==> config.mk <==
export PLATFORM = sky130hd
export DESIGN_NAME = sensor_osc_watchdog_results
export DESIGN_NICKNAME = d
export VERILOG_FILES = /design/src/rtl/osc_wd_pkg.sv /design/src/rtl/osc_watchdog.sv /design/src/rtl/ind_divider.sv /design/src/rtl/sensor_osc_watchdog_results.sv
export SDC_FILE = /design/constraint.sdc
export NUM_CORES = 1
export LEC_CHECK = 0
export BUFFER_PORTS_ARGS = -buffer_cell sky130_fd_sc_hd__buf_2
export CAP_MARGIN = 30
export CORE_ASPECT_RATIO = 0.9
export CORE_MARGIN = 10
export CORE_UTILIZATION = 57
export DETAILED_ROUTE_END_ITERATION = 7
export PLACE_DENSITY = 0.81
export SYNTH_ARGS = -nofsm -noshare
export SYNTH_HDL_FRONTEND = slang
export SYNTH_SLANG_ARGS = --single-unit
==> constraint.sdc <==
create_clock -name core_clk -period 6.1 [get_ports core_clk]
set_input_delay 0.305 -clock core_clk [delete_from_list [all_inputs] [get_ports core_clk]]
set_output_delay 0.305 -clock core_clk [all_outputs]
set_load 0.01 [all_outputs]
==> src/rtl/osc_wd_pkg.sv <==
// Package: register map, fields and timing constants of the sensor watchdog block
package osc_wd_pkg;

    // Register offsets (byte addresses of the 8-bit register space)
    localparam logic [7:0] RES_RANGE_ADDR   = 8'h01;
    localparam logic [7:0] DIGITAL_ADDR     = 8'h04;
    localparam logic [7:0] SECONDARY_ADDR   = 8'h05;
    localparam logic [7:0] AMP_OK_ADDR      = 8'h0C;
    localparam logic [7:0] STATUS_ADDR      = 8'h20;
    localparam logic [7:0] RES_LSB_ADDR     = 8'h21;
    localparam logic [7:0] RES_MSB_ADDR     = 8'h22;
    localparam logic [7:0] IND_LSB_ADDR     = 8'h23;
    localparam logic [7:0] IND_MSB_ADDR     = 8'h24;
    localparam logic [7:0] HR_B0_ADDR       = 8'h38;
    localparam logic [7:0] HR_B1_ADDR       = 8'h39;
    localparam logic [7:0] HR_B2_ADDR       = 8'h3A;
    localparam logic [7:0] FAMILY_IDENT_ADDR = 8'h3F;

    // Field positions
    localparam int STALL_BIT        = 7;
    localparam int MIN_SENSOR_FREQ_SEL_LSB     = 4;
    localparam int RESP_LSB         = 0;
    localparam int RES_MAX_LSB      = 4;
    localparam int RES_MAX_DIS_BIT  = 7;

    // Reset values
    localparam logic [7:0] RES_RANGE_RST = 8'h07;
    localparam logic [7:0] DIGITAL_RST   = 8'h04;
    localparam logic [7:0] ZERO8         = 8'h00;

    // Arbitrary neutral identification value
    localparam logic [7:0] FAMILY_CODE_DEFAULT = 8'h5A;

    // All-ones high-resolution result on stall
    localparam logic [23:0] HR_STALL_VALUE = 24'hFFFFFF;

    // Watchdog base interval in ns, scaled by the frequency selection
    localparam int CLK_PERIOD_NS = 8;
    localparam int WD_BASE_NS    = 2000;
    localparam int WD_BASE_CYC   = (WD_BASE_NS + CLK_PERIOD_NS - 1) / CLK_PERIOD_NS;

    // Oscillator restart pulse length in ns
    localparam int RESTART_NS  = 1000;
    localparam int RESTART_CYC = (RESTART_NS + CLK_PERIOD_NS - 1) / CLK_PERIOD_NS;

    // Response-time encodings give 192 * 2^n sensor cycles
    localparam logic [15:0] RESP_BASE = 16'h00C0;
    localparam logic [2:0]  DIVISOR   = 3'h3;

    // Register port request
    typedef struct packed {
        logic [7:0] addr;
        logic [7:0] wdata;
        logic       wr;
        logic       rd;
    } reg_req_t;

    // Watchdog states
    typedef enum logic [1:0] {
        WD_IDLE    = 2'b00,
        WD_WATCH   = 2'b01,
        WD_RESTART = 2'b10
    } wd_state_t;

endpackage

==> src/rtl/osc_watchdog.sv <==
// Watchdog timer that supervises sensor oscillation and restarts it
`timescale 1ns/1ps
module osc_watchdog
    import osc_wd_pkg::*;
(
    input  wire logic       core_clk,
    input  wire logic       rst_b,
    input  wire logic       active,
    input  wire logic       sensor_edge,
    input  wire logic [3:0] min_sensor_freq_sel,
    output logic            stall_pulse,
    output logic            osc_restart
);
    wd_state_t   state_reg;
    logic [22:0] cnt_reg;
    logic [22:0] limit;

    // Lower frequency code selects the longer wait (code 0 waits longest, 23 bits hold it)
    assign limit = 23'(WD_BASE_CYC) << (5'd15 - {1'b0, min_sensor_freq_sel});

    // Count idle cycles, restart the oscillator on timeout
    always_ff @(posedge core_clk or negedge rst_b)
    begin
        if (!rst_b)
        begin
            state_reg <= WD_IDLE;
            cnt_reg   <= '0;
        end
        else
        begin
            unique case (state_reg)
                WD_IDLE:
                begin
                    cnt_reg <= '0;
                    if (active)
                        state_reg <= WD_WATCH;
                end
                WD_WATCH:
                begin
                    if (!active)
                        state_reg <= WD_IDLE;
                    else if (sensor_edge)
                        cnt_reg <= '0;
                    else if (cnt_reg >= limit - 23'h000001)
                    begin
                        state_reg <= WD_RESTART;
                        cnt_reg   <= '0;
                    end
                    else
                        cnt_reg <= cnt_reg + 23'h000001;
                end
                WD_RESTART:
                begin
                    if (cnt_reg >= 23'(RESTART_CYC - 1))
                    begin
                        state_reg <= WD_WATCH;
                        cnt_reg   <= '0;
                    end
                    else
                        cnt_reg <= cnt_reg + 23'h000001;
                end
                default: state_reg <= WD_IDLE;
            endcase
        end
    end

    assign stall_pulse = (state_reg == WD_WATCH) && active && !sensor_edge
                         && (cnt_reg >= limit - 23'h000001);
    assign osc_restart = (state_reg == WD_RESTART);
endmodule // osc_watchdog

==> src/rtl/ind_divider.sv <==
// Sequential divider: response cycles times reference count over three sensor counts
`timescale 1ns/1ps
module ind_divider
    import osc_wd_pkg::*;
(
    input  wire logic        core_clk,
    input  wire logic        rst_b,
    input  wire logic        start,
    input  wire logic        abort,
    input  wire logic [31:0] numer,
    input  wire logic [31:0] denom,
    output logic             done,
    output logic [15:0]      quot
);
    logic [31:0] rem_reg;
    logic [31:0] q_reg;
    logic [5:0]  bit_reg;
    logic        busy_reg;
    logic [32:0] trial;

    assign trial = {rem_reg, q_reg[31]} - {1'b0, denom};

    // Restoring division, one quotient bit per clock
    always_ff @(posedge core_clk or negedge rst_b)
    begin
        if (!rst_b)
        begin
            rem_reg  <= '0;
            q_reg    <= '0;
            bit_reg  <= '0;
            busy_reg <= 1'b0;
            done     <= 1'b0;
            quot     <= '0;
        end
        else
        begin
            done <= 1'b0;
            if (abort)
                busy_reg <= 1'b0;
            else if (start)
            begin
                rem_reg  <= '0;
                q_reg    <= numer;
                bit_reg  <= 6'h20;
                busy_reg <= 1'b1;
            end
            else if (busy_reg)
            begin
                if (!trial[32])
                begin
                    rem_reg <= trial[31:0];
                    q_reg   <= {q_reg[30:0], 1'b1};
                end
                else
                begin
                    rem_reg <= {rem_reg[30:0], q_reg[31]};
                    q_reg   <= {q_reg[30:0], 1'b0};
                end
                bit_reg <= bit_reg - 6'h01;
                if (bit_reg == 6'h01)
                begin
                    busy_reg <= 1'b0;
                    done     <= 1'b1;
                    quot     <= (|q_reg[30:15]) ? 16'hFFFF
                                : {q_reg[14:0], !trial[32]};
                end
            end
        end
    end
endmodule // ind_divider

==> src/rtl/sensor_osc_watchdog_results.sv <==
// Sensor oscillation watchdog with resistance and inductance result registers
// Overview of operation
// - In active mode a missing sensor oscillation sets the stall flag, status bit 7 at 0x20.
// - A stall restarts the sensor oscillator and aborts any conversion in progress.
// - The watchdog wait comes from the frequency field in bits 7:4 of 0x04.
// - The same field also sets how the oscillator is started on the sensor.
// - A lower frequency setting lengthens the wait before a stall is reported.
// - On a stall the high-resolution inductance result is loaded with all ones.
// - The 16-bit resistance result reads low byte at 0x21 and high byte at 0x22.
// - The 16-bit inductance result reads across 0x23 and 0x24.
// - Inductance result is reference count times response cycles over three sensor counts.
// - Register 0x01 holds the maximum range in bits 5:4 and its disable in bit 7.
// - A read-only family code sits in bits 7:0 of 0x3F.
//
// The strobed register port is this design's own decision.
`timescale 1ns/1ps
module sensor_osc_watchdog_results
    import osc_wd_pkg::*;
#(
    parameter logic [7:0] FAMILY_CODE = FAMILY_CODE_DEFAULT
)
(
    input  wire logic             core_clk,
    input  wire logic             rst_b,
    input  wire osc_wd_pkg::reg_req_t req,
    output logic [7:0]            rdata,
    input  wire logic             active_mode,
    input  wire logic             sensor_edge,
    input  wire logic             ref_clock_in,
    input  wire logic             res_valid,
    input  wire logic [15:0]      res_sample,
    input  wire logic             hr_valid,
    input  wire logic [23:0]      hr_sample,
    output logic                  osc_restart,
    output logic [3:0]            osc_start_sel,
    output logic [1:0]            res_range_max,
    output logic                  res_max_disable,
    output logic                  conv_busy
);
    import osc_wd_pkg::*;

    logic [7:0]  res_range_settings_reg;
    logic [7:0]  digital_settings_reg;
    logic [7:0]  secondary_settings_reg;
    logic [7:0]  amp_ok_report_ctl_reg;
    logic        osc_stall_flag_reg;
    logic [15:0] resistance_result_reg;
    logic [15:0] inductance_result_reg;
    logic [23:0] high_res_inductance_reg;
    logic [15:0] sens_cnt_reg;
    logic [15:0] ref_cnt_reg;
    logic        ref_d_reg;
    logic        stall_pulse;
    logic        div_done;
    logic [15:0] div_quot;
    logic [15:0] resp_cycles;
    logic        conv_end;
    logic        rd_stall;
    logic        stall_rd_reg;

    // Response cycles: 192 shifted by the response field
    function automatic logic [15:0] resp_of(input logic [2:0] code);
        resp_of = RESP_BASE << code;
    endfunction

    assign resp_cycles     = resp_of(digital_settings_reg[RESP_LSB +: 3]);
    assign osc_start_sel   = digital_settings_reg[MIN_SENSOR_FREQ_SEL_LSB +: 4];
    assign res_range_max   = res_range_settings_reg[RES_MAX_LSB +: 2];
    assign res_max_disable = res_range_settings_reg[RES_MAX_DIS_BIT];
    assign rd_stall        = req.rd && (req.addr == STATUS_ADDR);

    // Watchdog timer, interval from frequency field
    osc_watchdog osc_watchdog_i (
        .core_clk            (core_clk),
        .rst_b               (rst_b),
        .active              (active_mode),
        .sensor_edge         (sensor_edge),
        .min_sensor_freq_sel (digital_settings_reg[MIN_SENSOR_FREQ_SEL_LSB +: 4]),
        .stall_pulse         (stall_pulse),
        .osc_restart         (osc_restart)
    );

    // Configuration registers
    always_ff @(posedge core_clk or negedge rst_b)
    begin
        if (!rst_b)
        begin
            res_range_settings_reg <= RES_RANGE_RST;
            digital_settings_reg   <= DIGITAL_RST;
            secondary_settings_reg <= ZERO8;
            amp_ok_report_ctl_reg  <= ZERO8;
        end
        else if (req.wr)
        begin
            unique case (req.addr)
                RES_RANGE_ADDR: res_range_settings_reg <= req.wdata;
                DIGITAL_ADDR:   digital_settings_reg   <= req.wdata;
                SECONDARY_ADDR: secondary_settings_reg <= req.wdata;
                AMP_OK_ADDR:    amp_ok_report_ctl_reg  <= req.wdata;
                default:        ;
            endcase
        end
    end

    // Stall flag: set wins over clear-on-read of status
    always_ff @(posedge core_clk or negedge rst_b)
    begin
        if (!rst_b)
            osc_stall_flag_reg <= 1'b0;
        else if (stall_pulse)
            osc_stall_flag_reg <= 1'b1;
        else if (rd_stall)
            osc_stall_flag_reg <= 1'b0;
    end

    // Count sensor edges and reference rising edges over one response window
    always_ff @(posedge core_clk or negedge rst_b)
    begin
        if (!rst_b)
        begin
            sens_cnt_reg <= '0;
            ref_cnt_reg  <= '0;
            ref_d_reg    <= 1'b0;
            conv_busy    <= 1'b0;
        end
        else
        begin
            ref_d_reg <= ref_clock_in;
            if (stall_pulse || osc_restart || !active_mode)
            begin
                sens_cnt_reg <= '0;
                ref_cnt_reg  <= '0;
                conv_busy    <= 1'b0;
            end
            else if (conv_end)
            begin
                sens_cnt_reg <= '0;
                ref_cnt_reg  <= '0;
                conv_busy    <= 1'b0;
            end
            else
            begin
                conv_busy <= 1'b1;
                if (sensor_edge)
                    sens_cnt_reg <= sens_cnt_reg + 16'h0001;
                if (ref_clock_in && !ref_d_reg && ref_cnt_reg != 16'hFFFF)
                    ref_cnt_reg <= ref_cnt_reg + 16'h0001;
            end
        end
    end

    assign conv_end = conv_busy && sensor_edge && (sens_cnt_reg == resp_cycles - 16'h0001);

    // Inductance = ref_count*resp / (3*sensor_count); sensor_count = resp so ref*resp/(3*resp)
    ind_divider ind_divider_i (
        .core_clk (core_clk),
        .rst_b    (rst_b),
        .start    (conv_end),
        .abort    (stall_pulse),
        .numer    ({16'h0000, ref_cnt_reg} * {16'h0000, resp_cycles}),
        .denom    (32'(DIVISOR) * {16'h0000, resp_cycles}),
        .done     (div_done),
        .quot     (div_quot)
    );

    // Result registers
    always_ff @(posedge core_clk or negedge rst_b)
    begin
        if (!rst_b)
        begin
            resistance_result_reg   <= '0;
            inductance_result_reg   <= '0;
            high_res_inductance_reg <= '0;
        end
        else
        begin
            if (res_valid)
                resistance_result_reg <= res_sample;
            if (div_done)
                inductance_result_reg <= div_quot;
            if (stall_pulse)
                high_res_inductance_reg <= HR_STALL_VALUE;
            else if (hr_valid)
                high_res_inductance_reg <= hr_sample;
        end
    end

    // Read data, one cycle after the read strobe
    always_ff @(posedge core_clk or negedge rst_b)
    begin
        if (!rst_b)
            rdata <= '0;
        else if (req.rd)
        begin
            unique case (req.addr)
                RES_RANGE_ADDR:    rdata <= res_range_settings_reg;
                DIGITAL_ADDR:      rdata <= digital_settings_reg;
                SECONDARY_ADDR:    rdata <= secondary_settings_reg;
                AMP_OK_ADDR:       rdata <= amp_ok_report_ctl_reg;
                STATUS_ADDR:       rdata <= {osc_stall_flag_reg, 7'h00};
                RES_LSB_ADDR:      rdata <= resistance_result_reg[7:0];
                RES_MSB_ADDR:      rdata <= resistance_result_reg[15:8];
                IND_LSB_ADDR:      rdata <= inductance_result_reg[7:0];
                IND_MSB_ADDR:      rdata <= inductance_result_reg[15:8];
                HR_B0_ADDR:        rdata <= high_res_inductance_reg[7:0];
                HR_B1_ADDR:        rdata <= high_res_inductance_reg[15:8];
                HR_B2_ADDR:        rdata <= high_res_inductance_reg[23:16];
                FAMILY_IDENT_ADDR: rdata <= FAMILY_CODE;
                default:           rdata <= ZERO8;
            endcase
        end
        else
            rdata <= ZERO8;
    end

    // Stall pulse delayed by one cycle, used by the result loading check
    always_ff @(posedge core_clk or negedge rst_b)
    begin
        if (!rst_b)
            stall_rd_reg <= 1'b0;
        else
            stall_rd_reg <= stall_pulse;
    end
endmodule // sensor_osc_watchdog_results

; ---- Yosys cells after proc, flatten, opt, wreduce, memory -nomap -nowiden
; Index checks and enable logic that the tools add are counted.
[totals]
ff_bits = 244
latchBits = 0
mem_bits_rw = 0
mem_bits_ro = 0
inputBits = 65
out_inout_bits = 17
memories = 0
[op_classes]
add_sub_neg = 8
mul = 2
div = 0
magnitude_cmp = 2
n_eq_ne = 23
n_shift = 2
n_mux = 42
n_bitwise = 2
reduce_logical = 30
[op_table]
columns = op, n
row1 = 2-to-1 mux 32 bit, 5
row2 = 2-to-1 mux 16 bit, 7
row3 = one-hot mux 8 bit (13 select lines), 1
row4 = 2-to-1 mux 23 bit, 4
row5 = equality test 8 x 6 -> 1 bit (second input constant), 9
row6 = one-hot mux 23 bit (3 select lines), 1
row7 = 2-to-1 mux 24 bit, 2
row8 = subtractor 33 x 18 -> 33 bit, 1
row9 = adder 16 x 1 -> 16 bit (second input constant), 2
row10 = multiplier 16 x 16 -> 32 bit, 1
row11 = adder 23 x 1 -> 23 bit (second input constant), 1
row12 = >= comparator 23 bit, 1
row13 = >= comparator 23 x 7 -> 1 bit (second input constant), 1
row14 = left shift 8 x 5 -> 23 bit (first input constant), 1
row15 = subtractor 23 x 1 -> 23 bit (second input constant), 1
row16 = multiplier 2 x 16 -> 18 bit (first input constant), 1
row17 = equality test 16 bit, 1
row18 = equality test 8 x 3 -> 1 bit (second input constant), 2
row19 = != test 16 bit (second input constant), 1
row20 = OR reduction 16 bit, 1
row21 = left shift 8 x 3 -> 16 bit (first input constant), 1
row22 = subtractor 16 x 1 -> 16 bit (second input constant), 1
row23 = 2-to-1 mux 1 bit, 13
row24 = 2-to-1 mux 6 bit, 2
row25 = 22 further kinds, 50

; ---- Longest topological paths before layout
; Gate-level depths: netlist of run 1.
[depth]
ltp_word = 8
depth_mapped = 26
depth_no_buf = 24

; ---- Cells and area by module
; A second synthesis of run 1 with hierarchy kept.
[hier_totals]
cells_unflattened = 2185
area_unflattened_um2 = 20392.1
[by_module_without_submodules]
columns = module, n_inst, cells_per_inst, area_per_inst_um2, seq_area_each_um2
row1 = sensor_osc_watchdog_results, 1, 1237, 12295.5, 3283.1
row2 = ind_divider, 1, 639, 5660.4, 2202.1
row3 = osc_watchdog, 1, 309, 2436.1, 625.6

; ---- Worst setup path after synthesis of run 1
; Ideal clock, no wire load.
[synth_timing]
path_kind = reg-to-reg
startpoint = reg digital_settings_reg[1]
endpoint = reg ind_divider_i.q_reg[31]
arrival_ns = 6.026
slack_ns = -0.053
stages_incl_launch_ff = 24
path_cell_list = dfrtp_1 > buf_2 > inv_2 > ha_1 > nor2b_1 > buf_2 > buf_1 > nand2_1 > fa_1 > fa_1 > fa_1 > inv_1 > fa_1 > fa_1 > ha_1 > ha_1 > o2111a_1 > a22o_1 > nor2b_1 > a21oi_1 > a31oi_1 > a211oi_1 > xnor2_1 > a21oi_1
[synth_between]
elab_chain_len = 6
[synth_rtl]
columns = element, line
row1 = "start, declared", sensor_osc_watchdog_results.sv:43  ; logic [7:0] digital_settings_reg;
row2 = "start signal, assigned", sensor_osc_watchdog_results.sv:97  ; DIGITAL_ADDR: digital_settings_reg <= req.wdata;
row3 = left shift 8 x 3 -> 16 bit (*), sensor_osc_watchdog_results.sv:63  ; resp_of = RESP_BASE << code;
row4 = branches (longest 5 deep; another with multiplier 16 x 16 -> 32 bit), n/a
row5 = "end signal, assigned", ind_divider.sv:43  ; q_reg <= numer;
row6 = "end signal, assigned", ind_divider.sv:52  ; q_reg <= {q_reg[30:0], 1'b1};
row7 = "end signal, assigned", ind_divider.sv:57  ; q_reg <= {q_reg[30:0], 1'b0};
row8 = "end, declared", ind_divider.sv:16  ; logic [31:0] q_reg;
; Every way passes the cells marked *.
; A chain may end at the register's enable or synchronous reset.

; ---- Final worst setup path of run 1
[layout_timing]
startpoint = reg digital_settings_reg[0]
endpoint = reg ind_divider_i.q_reg[30]
; Same word-level chain as after synthesis.

==> results of run 1 <==
[area by class of cell]
class                           count  area [um2]
Tap cell                          416       520.5
Inverter                          123       461.7
Sequential cell                   244        6111
Clock buffer                       33       728.2
Fill cell                        2453       10950
Timing Repair Buffer              174        1270
Multi-Input combinational cell   1497       11840
Clock inverter                     16       237.7
[power by group through the flow]
stage / Sequential, W / Clock [W] / Combinational (W)
detailed placement: 0.00175 / 0 / 0.000578
global route: 0.00173 / 0.00187 / 0.000689
CTS: 0.00172 / 0.00180 / 0.000601
finish: 0.00173 / 0.00177 / 0.000619
floorplan: 0.00173 / 0 / 0.000385
global placement: 0.00175 / 0 / 0.000539
[critical path, cell delays in order, from the launching register on]
cell and delay, ps:
dfrtp_1 440, buf_4 160, ha_1 220, mux2_4 370, and2_1 200, fa_1 510
fa_1 460, fa_1 520, fa_1 570, fa_1 450, ha_4 270, ha_4 280
buf_4 130, and3_1 230, nand3_2 150, nor2_2 140, nand3_2 80, a31oi_1 200
o21ai_1 110, a21oi_2 150, xnor2_1 130, a21oi_1 80
[Yosys cell counts (all sizes together), types with 47 or more instances]
cell type  number  area share, %
a21oi         103            2.8
and3           55            1.8
nor2          154            3.1
and2           55            1.8
dfrtp         240             32
ha            164             11
nand2         224            4.5
o21ai          83            2.2
mux2           77            4.7
a211oi         47            1.9
inv           123            2.5
fa            102             11
clkbuf         77            1.5
[routing by layer]
metal | routed length (um) | GRT usage (%) | share of wire (%) | up-vias
met4 | 1489 | 7.041 | 3.2 | 0
met5 | 0 | 0 | 0 | -
met3 | 2596 | 2.689 | 5.6 | 95
met1 | 19800 | 29.72 | 43 | 7524
met2 | 22690 | 38.66 | 49 | 480
li1 | - | - | - | 7011
[kinds of logic after synthesis]
logic type | share of synthesized area [%]
DFF | 32.72
and+or+nand+nor | 17.22
xor gates and xnor gates | 3.651
adders and majority gates | 21.92
AOI/OAI and AO/OA | 12.30
muxes | 7.074
buffers and inverters | 5.125
[repair_timing]
action / in CTS / in global routing
hold buffers: 31 / 0
pin swaps: 0 / 30
setup buffers: 0 / 7
hold endpoints to repair: 109 / 0
resized for setup: 9 / 38
endpoints found under the setup margin: 4 / 9
gates cloned: 0 / 0
[worst max-delay path by stage]
stage | endpoint | slack (ps) | depth (start not counted) | from
after floorplan | ind_divider_i.q_reg[31] | 60 | 23 | digital_settings_reg[1]
after global placement | ind_divider_i.q_reg[31] | -50 | 21 | digital_settings_reg[0]
after detailed placement | ind_divider_i.q_reg[31] | -170 | 21 | digital_settings_reg[0]
after CTS | ind_divider_i.q_reg[31] | 30 | 21 | digital_settings_reg[0]
after global routing | ind_divider_i.q_reg[30] | -50 | 21 | digital_settings_reg[0]
final | ind_divider_i.q_reg[30] | 130 | 21 | digital_settings_reg[0]
[through the flow]
| stage | setup TNS [ps] | hold slack [ps] | utilization [%] | cells |
|---|---|---|---|---|
| floorplan | 0 | 9.409 | - | 1976 |
| global placement | -75.55 | 314.9 | 60.89 | 2411 |
| detailed placement | -393.8 | 316.3 | 61.01 | 2416 |
| CTS | 0 | 0.9965 | 65.07 | 2496 |
| global route | -139.9 | 8.310 | 65.91 | 2503 |
| finish | 0 | 15.29 | 65.91 | 2503 |
==> impl_metrics.py, run 1 <==
metrics = {
    "worst_hold_path": {
        "worstHoldStart": "res_sample[15]",
        "hp-class": "input port to flop",
        "hold_path_depth": 2,
        "whs_endpoint": "resistance_result_reg[15]",
    },
    "power": {
        "p_int_w": 0.003015,
        "pwr-share-comb_pct": 15.0,
        "p_per_area_mw_per_mm2": 194.6,
        "leakage_nw": 10.52,
        "peakVddDrop_mv": 0.2080,
        "power_frac_clock_pct": 43.1,
        "p_sw_w": 0.001104,
        "power_switching_share_pct": 26.80,
        "p_seq_share_pct": 41.9,
        "report.power.total_w": 0.004119,
    },
    "detailed_routing": {
        "vias": 15110,
        "wirelength_um": 46580,
        "antenna_left": 0,
        "drt_pass1_iterations": 5,
        "drt_iter0_drc": 1385,
        "wl_per_cell_um": 18.61,
        "post-route-drc-count": 0,
        "viasPerCell": 6.037,
    },
    "final_layout": {
        "final_cell_mix": "dfrtp_1, nand2_1, ha_1",
        "nets": 2398,
        "drive_gt1_share_pct": 15.43,
        "n_antenna_cell": 0,
        "area_delta_synth_final_pct": 13.34,
        "stdcell_area_mm2": 0.02117,
        "mostFrequentLayoutCell": "dfrtp_1",
    },
    "clock_tree": {
        "cts_buffers": 27,
        "h-tree-depth": 1,
        "clk_latency_ps": 540,
        "clkTransAtPathRegs_ps": 60,
        "cts_tree": "done",
        "cts_buffer_depth": 3,
        "clock-sinks": 244,
        "cts_root_buf": "clkbuf_16",
    },
    "synth": {
        "netlist_instances": 1976,
        "synth_seq_area_share_pct": 32.72,
        "synth_nets": 2307,
        "ys.flop_type": "dfrtp_1",
        "netlist-cell-type-count": 75,
        "synthArstFlopShare_pct": 100.0,
        "syn_area_per_cell_um2": 9.452,
        "ys_seq_elements": 244,
        "syn_area_mm2": 0.01868,
        "synth-warning-count": 0,
        "synth_edf_count": 0,
    },
    "placed_design": {
        "place_hpwl_um": 32310,
        "portBuffers": 81,
        "gp_congestion": 0.9426,
        "place_ws_ps": -169.1,
        "placed_area_mm2": 0.01960,
    },
    "setup_path": {
        "r2r-start": "digital_settings_reg[0]",
        "critPathMaxFanout": 8,
        "required_ps": 6480,
        "worstPathArrival_ps": 6360,
        "crit_type": "flop to flop",
        "cp-end-kind": "flop",
        "r2r_cells": 21,
        "r2r_setup_slack_ps": 130,
        "start_kind": "flop",
        "timing.rr.end": "ind_divider_i.q_reg[30]",
    },
    "global_route": {
        "grt_max_degree": 166,
        "antenna_found_initial": 0,
        "grt_pass1_vias": 15180,
        "gr-usage-all-layers_pct": 22.67,
        "grt_pass1_wl_um": 76710,
        "grt_overflow": 0,
    },
    "sta": {
        "final-hold-violation-count": 0,
        "finalCritPeriodShare_pct": 97.91,
        "slew_headroom_pct": 40.08,
        "fin_ws_ps": 127.3,
        "setup_viol": 0,
        "final.setup_skew_ps": 28.10,
        "period_minus_slack_ps": 5973,
        "max_freq_mhz": 167.4,
        "worstMarginPinSlew_ps": 887.5,
        "drv_slew": 0,
    },
    "die": {
        "die_area_mm2": 0.04042,
        "die_w_um": 210.8,
        "die_h_um": 191.7,
        "rows": 62,
        "start_util_pct": 58.16,
        "core-area_mm2": 0.03212,
        "ioPinCount": 82,
    },
    "flow_run": {
        "maxCapViolCount": 0,
    },
    "outcome": {
        "status": "completed",
    },
}
No activity file was read; power rests on OpenSTA's default activity.
==> run 2, diff against run 1 <==
- MAX_ROUTING_LAYER: not set -> met4
- PLACE_DENSITY: 0.81 -> 0.78
==> run 2 against run 1 <==
Against the previous run: hold slack improved by 3.4 ps; flip-flop and latch count unchanged; die area unchanged.
==> impl_metrics.py, run 2 (synthesis gave the netlist of run 1 again) <==
metrics = {
    "power": {
        "peakVddDrop_mv": 0.1908,
        "leakage_nw": 10.51,
        "p_per_area_mw_per_mm2": 194.0,
        "report.power.total_w": 0.004095,
    },
    "final_layout": {
        "final_cell_mix": "dfrtp_1, nand2_1, ha_1",
        "mostFrequentLayoutCell": "dfrtp_1",
        "area_delta_synth_final_pct": 13.00,
        "postLayoutCoreUtil_pct": 65.72,
        "fillers": 2460,
        "stdcell_area_mm2": 0.02111,
        "nets": 2393,
        "n_antenna_cell": 0,
        "drive_gt1_share_pct": 15.23,
    },
    "global_route": {
        "gr-usage-all-layers_pct": 22.55,
        "grt_pass1_wl_um": 74010,
        "antenna_found_initial": 0,
        "grt_pass1_vias": 14570,
        "grt_max_degree": 169,
        "grt_overflow": 0,
    },
    "placed_design": {
        "place_ws_ps": -121.4,
        "gp_congestion": 0.9298,
        "portBuffers": 81,
        "place_hpwl_um": 31790,
        "placed_area_mm2": 0.01957,
    },
    "sta": {
        "setup_viol": 0,
        "finalCritPeriodShare_pct": 96.69,
        "drv_slew": 0,
        "max_freq_mhz": 169.6,
        "slew_headroom_pct": 38.93,
        "final-hold-violation-count": 0,
        "period_minus_slack_ps": 5898,
        "fin_ws_ps": 202.1,
        "hold_ws_ps": 18.65,
        "final.setup_skew_ps": 10.52,
        "worstMarginPinSlew_ps": 916.0,
    },
    "detailed_routing": {
        "viasPerCell": 5.957,
        "drt_iter0_drc": 1381,
        "wl_per_cell_um": 17.98,
        "post-route-drc-count": 0,
        "antenna_left": 0,
        "drt_pass1_iterations": 5,
        "wirelength_um": 44910,
        "vias": 14880,
    },
    "setup_path": {
        "crit_type": "flop to flop",
        "r2r_cells": 24,
        "required_ps": 6490,
        "cp-end-kind": "flop",
        "critPathMaxFanout": 17,
        "start_kind": "flop",
        "worstPathArrival_ps": 6290,
    },
    "die": {
        "die_h_um": 191.7,
        "die_area_mm2": 0.04042,
        "start_util_pct": 58.16,
        "core-area_mm2": 0.03212,
        "ioPinCount": 82,
        "die_w_um": 210.8,
        "rows": 62,
    },
    "clock_tree": {
        "cts_buffers": 27,
        "h-tree-depth": 1,
        "clkTransAtPathRegs_ps": 60,
        "clock-sinks": 244,
        "cts_tree": "done",
        "clk_latency_ps": 530,
        "cts_buffer_depth": 3,
        "cts_root_buf": "clkbuf_16",
    },
    "worst_hold_path": {
        "hp-class": "input port to flop",
        "hold_path_depth": 2,
    },
    "outcome": {
        "status": "completed",
    },
    "flow_run": {
        "maxCapViolCount": 0,
    },
}
==> run 2: timing repair <==
action,4_1_cts,5_1_grt
hold endpoints to repair,102,0
gates cloned,0,1
setup endpoints to repair,5,10
hold buffers,27,0
setup buffers,0,10
gates resized for setup,8,37
pin swaps,1,33
==> run 2: final cells by class <==
type | instances | area [um2] | area share, %
Sequential cell | 244 | 6111 | 28.95
Clock buffer | 32 | 714.4 | 3.385
Inverter | 123 | 461.7 | 2.188
Clock inverter | 17 | 255.2 | 1.209
Multi-Input combinational cell | 1497 | 11810 | 55.94
Tap cell | 416 | 520.5 | 2.466
Timing Repair Buffer | 169 | 1236 | 5.857
==> run 2: critical path, stage by stage (launching register included) <==
cell and delay (ps):
dfrtp_1 390, buf_4 130, inv_2 50, ha_4 280, nor2b_4 150, buf_12 150
nand2_1 80, fa_1 480, fa_1 530, inv_1 40, ha_1 300, fa_1 460
fa_1 510, ha_1 320, ha_1 320, buf_4 150, nor2b_1 140, o2111ai_2 200
nand4_1 270, nand3_2 180, a31oi_1 80, o21ai_1 190, a21oi_1 110, xnor2_1 170
a21oi_1 80
==> run 2: metal layers <==
layer	wire [um]	vias to the layer above	track usage [%]	part of all wire [%]
li1	-	7012	-	-
met1	19650	7314	29.51	44
met2	21550	483	36.68	48
met3	2657	72	2.835	5.9
met4	1054	0	5.706	2.3
met5	0	-	-	0
==> run 2: worst paths after layout <==
check	startpoint	slack (ps)	endpoint
min in group asynchronous	rst_b	320	osc_watchdog_i.cnt_reg[7]
worst min-delay path	res_sample[12]	20	resistance_result_reg[12]
worst max-delay path	digital_settings_reg[1]	200	ind_divider_i.q_reg[30]
worst max register to register	digital_settings_reg[1]	200	ind_divider_i.q_reg[30]
max in group asynchronous	rst_b	4490	ref_cnt_reg[9]
worst min register to register	high_res_inductance_reg[16]	500	high_res_inductance_reg[16]
==> run 2: report_power, final <==
| group | switching, W | leakage [nW] | internal, W |
|---|---|---|---|
| Clock | 0.000673 | 0.472 | 0.00109 |
| Combinational | 0.000361 | 6.88 | 0.000243 |
| Sequential | 0.0000534 | 3.16 | 0.00167 |
| Total | 0.00109 | 10.5 | 0.00301 |
==> run 2: through the flow <==
step                TNS [ps]  instances
detailed placement    -315.2       2411
finish                     0       2498
global route          -107.0       2498
floorplan                  0       1976
global placement           0       2406
CTS                   -7.593       2487
